===== config.mk =====
export PLATFORM = sky130hd
export DESIGN_NAME = rdt_timer
export DESIGN_NICKNAME = d
export VERILOG_FILES = /design/src/hw/rdt_pkg.sv /design/src/hw/rdt_timer.sv
export SDC_FILE = /design/constraint.sdc
export NUM_CORES = 1
export LEC_CHECK = 0
export ABC_AREA = 1
export ABC_CLOCK_PERIOD_IN_PS = 2520
export BUFFER_PORTS_ARGS = -buffer_cell sky130_fd_sc_hd__buf_4
export CORE_ASPECT_RATIO = 1.2
export CORE_UTILIZATION = 58
export CTS_CLUSTER_DIAMETER = 120
export CTS_CLUSTER_SIZE = 14
export DETAILED_ROUTE_END_ITERATION = 8
export GPL_ROUTABILITY_DRIVEN = 0
export PLACE_DENSITY = 0.8
export SLEW_MARGIN = 20
export SYNTH_ARGS = -nofsm -noshare
export SYNTH_HDL_FRONTEND = slang
export SYNTH_SLANG_ARGS = --single-unit

===== constraint.sdc =====
create_clock -name core_clk -period 2.52 [get_ports core_clk]
set_input_delay 0 -clock core_clk [delete_from_list [all_inputs] [get_ports core_clk]]
set_output_delay 0 -clock core_clk [all_outputs]
set_load 0.02 [all_outputs]

===== src/hw/rdt_pkg.sv =====
// Purpose: Constants and types for the reloadable down timer channel
// Assumes: 16-bit register data on a plain strobe port
// Notes: Register offsets are byte addresses
// Function
// Sleep clock-stop halts counting, keeps state
// Debug without debug-run withholds counting clock
// Debug with debug-run keeps counting
// Source 3 counts event rising edges
// Without event counting source 3 is external oscillator
// Software follows documented start order
// Module enable gates clock, start, preset
// Underflow pulse feeds interrupt and peripheral clock; periphClock toggles in repeat mode only
// Underflow period is reload plus one
// Repeat mode runs and reloads periodically
// One-shot reloads, stops, clears run bit
// Software double-reads counter or stops first
// Flag set on underflow, write-one clears
// Source field selects four clock sources
// Divider is two to field power
// Run bit starts, stops, reads state
// Preset bit loads reload, reads busy
// Preset bit self-clears after load
// Reload register 16 bits, resets all ones
// Software keeps reload stable, one-shot nonzero
// Underflow on tick while counter zero
package rdt_pkg;
   // ************************************************************
   // Register map
   // ************************************************************
   localparam logic [7:0] RDT_CLK_OFS = 8'h00;
   localparam logic [7:0] RDT_MOD_OFS = 8'h04;
   localparam logic [7:0] RDT_CTL_OFS = 8'h08;
   localparam logic [7:0] RDT_RLD_OFS = 8'h0c;
   localparam logic [7:0] RDT_CNT_OFS = 8'h10;
   localparam logic [7:0] RDT_FLG_OFS = 8'h14;
   localparam logic [7:0] RDT_IEN_OFS = 8'h18;
   // ************************************************************
   // Field positions and reset values
   // ************************************************************
   localparam int RDT_DEBUG_RUN_BIT = 8;
   localparam int RDT_DIV_LSB = 4;
   localparam int RDT_RUN_BIT = 8;
   localparam int RDT_PRESET_BIT = 1;
   localparam int RDT_MODULE_ENABLE_BIT = 0;
   localparam logic [15:0] RDT_RELOAD_RST = 16'hffff;
   localparam logic [1:0] RDT_SRC_INT = 2'h0;
   localparam logic [1:0] RDT_SRC_LOW = 2'h1;
   localparam logic [1:0] RDT_SRC_HIGH = 2'h2;
   localparam logic [1:0] RDT_SRC_EXT = 2'h3;
   localparam int RDT_SYNC_STAGES = 2;
   localparam int RDT_PRESCALE_W = 15;

   typedef struct packed {
      logic debugRun;
      logic [3:0] clockDividerSel;
      logic [1:0] clockSourceSel;
      logic repeatOneshotSel;
      logic moduleEnable;
      logic underflowIrqEn;
   } rdt_ctrl_s;
endpackage


===== src/hw/rdt_timer.sv =====
// Purpose: One 16-bit reloadable down timer channel
// Assumes: Oscillator and event inputs are asynchronous and slow
// Notes: Each source is edge-sampled on core_clk, so sources must run below 25 MHz
`timescale 1ns/100ps
module rdt_timer
   import rdt_pkg::*;
#(
   parameter bit HAS_EVENT_COUNTER = 1'b1
) (
   input wire logic core_clk,
   input wire logic rstn,
   input wire logic [7:0] regAddr,
   input wire logic [15:0] regWrData,
   input wire logic regWrite,
   input wire logic regRead,
   output logic [15:0] regRdData,
   input wire logic internalOsc,
   input wire logic lowFreqOsc,
   input wire logic highFreqOsc,
   input wire logic extOscClock,
   input wire logic extEventIn,
   input wire logic sleepMode,
   input wire logic sleepClockStopBit,
   input wire logic debugMode,
   output logic underflowPulse,
   output logic periphClock,
   output logic irqOut
);
   // ************************************************************
   // Source synchronisers and edge detect
   // ************************************************************
   logic [4:0] oscRaw;
   logic [4:0] oscMeta;
   logic [4:0] oscSync;
   logic [4:0] oscPrev;
   logic [4:0] oscEdge;
   logic [4:0] next_oscMeta, next_oscSync, next_oscPrev;

   // External slot picks event pin or external oscillator by build option
   assign oscRaw = {HAS_EVENT_COUNTER ? extEventIn : extOscClock,
                    highFreqOsc, lowFreqOsc, internalOsc, 1'b0};

   // Only the second and third stages feed logic, so a metastable first stage never spreads
   always_comb begin
      next_oscMeta = oscRaw;
      next_oscSync = oscMeta;
      next_oscPrev = oscSync;
   end

   always_ff @(posedge core_clk) begin
      if (!rstn) begin
         oscMeta <= '0;
         oscSync <= '0;
         oscPrev <= '0;
      end else begin
         oscMeta <= next_oscMeta;
         oscSync <= next_oscSync;
         oscPrev <= next_oscPrev;
      end
   end
   assign oscEdge = oscSync & ~oscPrev;

   function automatic logic divDone(input logic [RDT_PRESCALE_W-1:0] pre,
                                    input logic [3:0] sel);
      logic [RDT_PRESCALE_W-1:0] mask;
      mask = RDT_PRESCALE_W'((16'h1 << sel) - 16'h1);
      divDone = ((pre | ~mask) == '1);
   endfunction

   // ************************************************************
   // Control state
   // ************************************************************
   rdt_ctrl_s ctrl, next_ctrl;
   logic [15:0] reload, next_reload;
   logic [15:0] count, next_count;
   logic [RDT_PRESCALE_W-1:0] prescale, next_prescale;
   logic run, next_run;
   logic presetBusy, next_presetBusy;
   logic flag, next_flag;
   logic [15:0] next_regRdData;
   logic next_underflowPulse, next_periphClock, next_irqOut;
   logic srcEdge, gateOpen, countTick, ufEvent, wrCtl, enNow;

   always_comb begin
      case (ctrl.clockSourceSel)
         RDT_SRC_INT: srcEdge = oscEdge[1];
         RDT_SRC_LOW: srcEdge = oscEdge[2];
         RDT_SRC_HIGH: srcEdge = oscEdge[3];
         default: srcEdge = oscEdge[4];
      endcase
   end

   // Operating clock gate: enable, sleep stop and debug hold
   assign gateOpen = ctrl.moduleEnable
                     && !(sleepMode && sleepClockStopBit)
                     && !(debugMode && !ctrl.debugRun);
   // External source is never divided
   assign countTick = srcEdge && gateOpen && (ctrl.clockSourceSel == RDT_SRC_EXT
                      || divDone(prescale, ctrl.clockDividerSel));
   assign ufEvent = countTick && run && !presetBusy && (count == 16'h0);
   assign wrCtl = regWrite && (regAddr == RDT_CTL_OFS);
   // Enable written in the same cycle counts as set beforehand
   assign enNow = ctrl.moduleEnable || regWrData[RDT_MODULE_ENABLE_BIT];

   always_comb begin
      next_ctrl = ctrl;
      next_reload = reload;
      next_count = count;
      next_prescale = prescale;
      next_run = run;
      next_presetBusy = 1'b0;
      next_flag = flag;
      next_regRdData = 16'h0;
      next_underflowPulse = ufEvent;
      next_periphClock = periphClock;
      // Prescaler free-runs across divider changes, so the first tick may come early
      if (srcEdge && gateOpen) begin
         next_prescale = prescale + 1'b1;
      end
      if (presetBusy) begin
         next_count = reload;
      end else if (countTick && run) begin
         next_count = (count == 16'h0) ? reload : count - 16'h1;
      end
      if (ufEvent) begin
         if (ctrl.repeatOneshotSel) begin
            next_run = 1'b0;
         end else begin
            next_periphClock = ~periphClock;
         end
      end
      if (regWrite) begin
         if (regAddr == RDT_CLK_OFS) begin
            next_ctrl.debugRun = regWrData[RDT_DEBUG_RUN_BIT];
            next_ctrl.clockDividerSel = regWrData[RDT_DIV_LSB +: 4];
            next_ctrl.clockSourceSel = regWrData[1:0];
         end else if (regAddr == RDT_MOD_OFS) begin
            next_ctrl.repeatOneshotSel = regWrData[0];
         end else if (wrCtl) begin
            next_ctrl.moduleEnable = regWrData[RDT_MODULE_ENABLE_BIT];
            if (!regWrData[RDT_RUN_BIT]) begin
               next_run = 1'b0;
            end else if (enNow) begin
               next_run = 1'b1;
            end
            if (regWrData[RDT_PRESET_BIT] && enNow) begin
               next_presetBusy = 1'b1;
            end
         end else if (regAddr == RDT_RLD_OFS) begin
            next_reload = regWrData;
         end else if (regAddr == RDT_IEN_OFS) begin
            next_ctrl.underflowIrqEn = regWrData[0];
         end
      end
      // Set wins over a same-cycle write-one clear
      if (ufEvent) begin
         next_flag = 1'b1;
      end else if (regWrite && regAddr == RDT_FLG_OFS && regWrData[0]) begin
         next_flag = 1'b0;
      end
      next_irqOut = next_flag && next_ctrl.underflowIrqEn;
      if (regRead) begin
         if (regAddr == RDT_CLK_OFS) begin
            next_regRdData = {7'h0, ctrl.debugRun, ctrl.clockDividerSel, 2'h0,
                              ctrl.clockSourceSel};
         end else if (regAddr == RDT_MOD_OFS) begin
            next_regRdData = {15'h0, ctrl.repeatOneshotSel};
         end else if (regAddr == RDT_CTL_OFS) begin
            next_regRdData = {7'h0, run, 6'h0, presetBusy, ctrl.moduleEnable};
         end else if (regAddr == RDT_RLD_OFS) begin
            next_regRdData = reload;
         end else if (regAddr == RDT_CNT_OFS) begin
            // Same clock here, so a single read is already coherent
            next_regRdData = count;
         end else if (regAddr == RDT_FLG_OFS) begin
            next_regRdData = {15'h0, flag};
         end else if (regAddr == RDT_IEN_OFS) begin
            next_regRdData = {15'h0, ctrl.underflowIrqEn};
         end else begin
            next_regRdData = 16'h0;
         end
      end
   end

   always_ff @(posedge core_clk) begin
      if (!rstn) begin
         ctrl <= '0;
         reload <= RDT_RELOAD_RST;
         count <= RDT_RELOAD_RST;
         prescale <= '0;
         run <= 1'b0;
         presetBusy <= 1'b0;
         flag <= 1'b0;
         regRdData <= 16'h0;
         underflowPulse <= 1'b0;
         periphClock <= 1'b0;
         irqOut <= 1'b0;
      end else begin
         ctrl <= next_ctrl;
         reload <= next_reload;
         count <= next_count;
         prescale <= next_prescale;
         run <= next_run;
         presetBusy <= next_presetBusy;
         flag <= next_flag;
         regRdData <= next_regRdData;
         underflowPulse <= next_underflowPulse;
         periphClock <= next_periphClock;
         irqOut <= next_irqOut;
      end
   end
endmodule


* After elaboration in Yosys (flattened, before gate mapping)
Index checks and enable logic that the tools add are counted.
** Storage, ports and cells
- Word-level logic and storage cells :: 107
- Register bits :: 94
** Operators by class
- Equal/unequal tests :: 10
- Bitwise logic cells :: 12
- Shift operators :: 1
- Add/subtract/negate cells :: 3
- Muxes and demuxes :: 28
- Reduce and logical (&&, ||, !) cells :: 32
** Operator list (number)
- 16-bit two-way mux :: 5
- 9-bit two-way mux :: 3
- 8-bit by 5-bit equality test with 1-bit output, second input constant :: 3
- 1-bit two-way mux :: 19
- 8-bit by 4-bit equality test with 1-bit output, second input constant :: 2
- 16-bit zero test :: 1
- 16-bit by 1-bit subtractor with 16-bit output, second input constant :: 1
- 15-bit by 1-bit adder with 15-bit output, second input constant :: 1
- 15-bit equality test, second input constant :: 1
- 15-bit NOT :: 1
- 15-bit bitwise OR :: 1
- 1-bit by 4-bit << shifter with 15-bit output, first input constant :: 1
- 15-bit by 1-bit subtractor with 15-bit output, second input constant :: 1
- 1-bit logical AND :: 14
- 5-bit OR reduction :: 2
- 8-bit by 3-bit equality test with 1-bit output, second input constant :: 1
- 8-bit zero test :: 1
- 1-bit NOT :: 8
- 2-bit AND reduction :: 3
- 5-bit bitwise AND :: 1
- 5-bit NOT :: 1
- 5-bit AND reduction :: 1
- 2-bit equality test, second input constant :: 2
- 1-bit zero test :: 4
- other kinds (7) :: 8

* Depth between registers and ports, before layout
- Word-level depth :: 17
- Depth in mapped cells :: 20
- Gate-level depth less buffers :: 18

* Worst setup path before layout
No wires, ideal clock.
- Path type :: reg2reg
- From :: register ctrl[5] (netlist bit)
- To :: register count[9]
- Setup slack :: 0.407 ns
- Cell stages (with the launch flop) :: 21
- Library setup time :: 0.117 ns
- Buffers on the path :: 2
- Arrival :: 1.996 ns
- Path through :: dfxtp_1 buf_2 nor2_1 nand2_1 ha_1 inv_1 nand2_1 nand2_1 nor2_1 nand3_1 nor2_1 nand3_1 nor2_1 nand2_1 nand2_2 nand2_4 nand2_4 buf_6 nand2_1 nand2_1 nand2_1
** On the way
- Longest elaborated chain between the ends :: 9
** RTL lines
- start: declaration :: RTL line rdt_timer.sv:73 : rdt_ctrl_s ctrl, next_ctrl;
- start signal: assignment :: RTL line rdt_timer.sv:199 : ctrl <= next_ctrl;
- 1-bit by 4-bit << shifter with 15-bit output :: RTL line rdt_timer.sv:66 : mask = RDT_PRESCALE_W'((16'h1 << sel) - 16'h1);
- 15-bit by 1-bit subtractor with 15-bit output :: RTL line rdt_timer.sv:66
- 15-bit NOT :: RTL line rdt_timer.sv:67 : divDone = ((pre | ~mask) == '1);
- 15-bit bitwise OR :: RTL line rdt_timer.sv:67
- 15-bit equality test :: RTL line rdt_timer.sv:67
- 1-bit logical OR :: RTL line rdt_timer.sv:99 : || divDone(prescale, ctrl.clockDividerSel));
- 1-bit logical AND :: RTL line rdt_timer.sv:98 : assign countTick = srcEdge && gateOpen && (ctrl.clockSourceSel == RDT_SRC_EXT
- 1-bit logical AND :: RTL line rdt_timer.sv:122 : end else if (countTick && run) begin
- 2-bit nonzero test (no source line)
- end signal: assignment :: RTL line rdt_timer.sv:201 : count <= next_count;
- end: declaration :: RTL line rdt_timer.sv:75 : logic [15:0] count, next_count;
No other way between the ends.
A chain may end at the register's enable or synchronous reset.

* Final worst setup path
- From :: register ctrl[7] (netlist bit)
- To :: register count[9]
Same word-level chain as after synthesis.

==> results.cfg <==
[timing]
fin_crit_ps = 2400
fin_crit_sh = 0.952
fin_ws_ps = 122
worstMarginPinSlew_ps = 820
fmax_mhz = 417
relSlewSlack = 0.452
hold_violations = 0
maxSlewViolCount = 0
skew_ps = 10.2
fin_setup_tns_ps = 0
finalSetupViolations = 0

[drt]
wirelength_um = 12200
vias_per_cell = 5.72
drtIter0Drc = 217
vias = 4683
wl_per_cell_um = 14.9
ant_nets = 0
first_pass_iters = 5
route.detailed.drc = 0

[synthesis]
synth_edf_count = 0
synth_area_leader_cell = dfxtp_1
synthTopCellsByArea = dfxtp_1, nand2_1, inv_1
avgSynthCellArea_um2 = 7.08
synth_top_area_frac = 0.405
syn-cell-area_um2 = 4490
yosysSeqAreaShare = 0.405
yosys_warnings = 0
synth_cell_types = 36
yosysMostFrequentCell = nand2_1
synth-main-ff-cell = dfxtp_1
synth_seq_cells = 91
postSynthCellCount = 635
syn_nets = 675
synthTopCellsByCount = nand2_1, dfxtp_1, inv_1
synthArstFlopShare = 0

[die]
rows = 34
io_pins = 55
fp.dieH_um = 98.4
die_w_um = 82.3
start_util = 0.611
fp.dieArea_um2 = 8100
coreArea_um2 = 7360

[place]
dp_cells = 767
dp_slack_ps = 105
io_buffers = 53
dpl_cell_area_um2 = 5000
place_hpwl_um = 8310

[run_status]
outcome = complete, no violations

[worst_setup_path]
cp-startpoint = ctrl[7]
crit_path_top_delay_cell = dfxtp_1
worstPathMaxFanout = 16
path_common_cell = nand2_1
slowest_delay_ps = 360
cp_cell_sequence = nor2_4 -> nand3_1 -> ha_1 -> inv_1 -> nand2_1 -> nand2_1 -> nor2_1 -> nand3_1 -> nor2_1 -> nand3_1 -> nor2_1 -> nand2_1 -> nand2_2 -> nand2_4 -> nand2_4 -> buf_12 -> nand2_1 -> nand2_1 -> nand2_1
critPathLaunchType = flop
cp_data_required_time_ps = 2790
cp.buffers_inverters = 2
worst-endpoint-arrival_ps = 2670
path_class = reg2reg
end_kind = flop
crit_family = simple AND/OR/NAND/NOR gates
r2r_start = ctrl[7]

[min_path]
worstHoldPathType = in2reg
min_from = regRead

[grt]
antenna_found_initial = 0
grt.total_usage = 0.316
overflow = 0
grt_max_degree = 34
grt_pass1_vias = 4547
grt_pass1_wl_um = 19900

[layout]
drive_gt1_frac = 0.166
layout.cells.non_filler = 818
area_growth_syn_to_layout_pct = 23.6
post-route-cell-area_um2 = 5550
n_fill_cell = 579
layout.nets = 763
antennaDiodeCount = 0

[clocking]
numCtsBuffers = 9
cts-root-buf = clkbuf_8
insertion_delay_ps = 370
cts.sinks = 91
path_clk_slew_ps = 100
htree_levels = 3
clock_path_buffers = 2
cts_tree = done

[power]
leakage_uw = 0.00240
p_per_area_nw_per_um2 = 459
ir_drop_v = 0.000374

[run]
maxCapViolCount = 0
-- cell families after synthesis --
family	synth area share
AOI/OAI and AO/OA	0.175
adders and majority gates	0.0111
buffers and inverters	0.0952
and+or+nand+nor	0.301
DFF	0.405
xor gates and xnor gates	0.0117
-- through the flow --
stage          utilization  hold WS, ps  total power, µW
2_1_floorplan            -         97.6             1540
3_3_place_gp         0.680          182             1600
3_5_place_dp         0.680          186             1600
4_1_cts              0.750         86.1             2550
5_1_grt              0.754          107             2630
6_report             0.754         90.2             2550
-- tightest hold or removal path: cells and delay by family --
kind	cells	cell delay, ps
buffers and inverters	3	240
AOI/OAI and AO/OA	1	110
and+or+nand+nor	1	60
-- worst paths after layout --
check | endpoint | slack (ps) | depth (start not counted)
max | count[9] | 120 | 19
min | regRdData[0] | 90 | 5
max reg2reg | count[9] | 120 | 19
min reg2reg | next_oscPrev[4] | 420 | 2
-- state kept, by name, indices dropped and copies added (netlist names), 4 cells and up --
signal	count
oscPrev	4
prescale	15
next_oscPrev	4
count	16
reload	16
ctrl	10
regRdData	16
next_oscSync	4
-- where the power goes --
group | internal [µW] | leakage, µW | total (µW) | switching (µW)
Sequential | 1450 | 0.000738 | 1450 | 3.72
Clock | 375 | 0.0000930 | 945 | 569
Combinational | 76.2 | 0.00157 | 155 | 79.0
Total | 1900 | 0.00240 | 2550 | 652
-- area by class of cell --
class | instances | area, µm² | share of cell area
Clock inverter | 7 | 63.8 | 0.0115
Sequential cell | 91 | 1830 | 0.329
Tap cell | 90 | 113 | 0.0203
Clock buffer | 9 | 124 | 0.0223
Inverter | 83 | 312 | 0.0561
Timing Repair Buffer | 100 | 858 | 0.155
Multi-Input combinational cell | 438 | 2260 | 0.406
-- repair_timing --
action	in CTS	in global routing
resized for setup	0	6
hold buffers	33	0
endpoints found under the hold margin	30	0
buffers inserted	0	2
setup endpoints to repair	0	20
-- layer usage --
metal,wire (µm),part of all wire,global-route usage,vias up
li1,-,-,-,2274
met1,4660,0.38,0.343,2170
met2,6430,0.53,0.566,191
met3,601,0.049,0.0481,48
met4,528,0.043,0.181,0
met5,0,0,0,-
-- placed cells by master, fill, tap and decap left out, drive strengths merged, types with 3 or more instances in the layout --
master / instances
nor4: 3
a21oi: 40
clkbuf: 9
or2: 5
nand4: 25
nand3: 42
nand2: 141
dfxtp: 91
nor3: 15
dlygate4sd3: 33
a31oi: 4
buf: 67
xor2: 6
nor2: 68
inv: 85
o211ai: 18
o22ai: 3
a211oi: 6
o21ai: 50
clkinv: 4
ha: 4
Note: power is estimated with default switching activity, not from simulation.
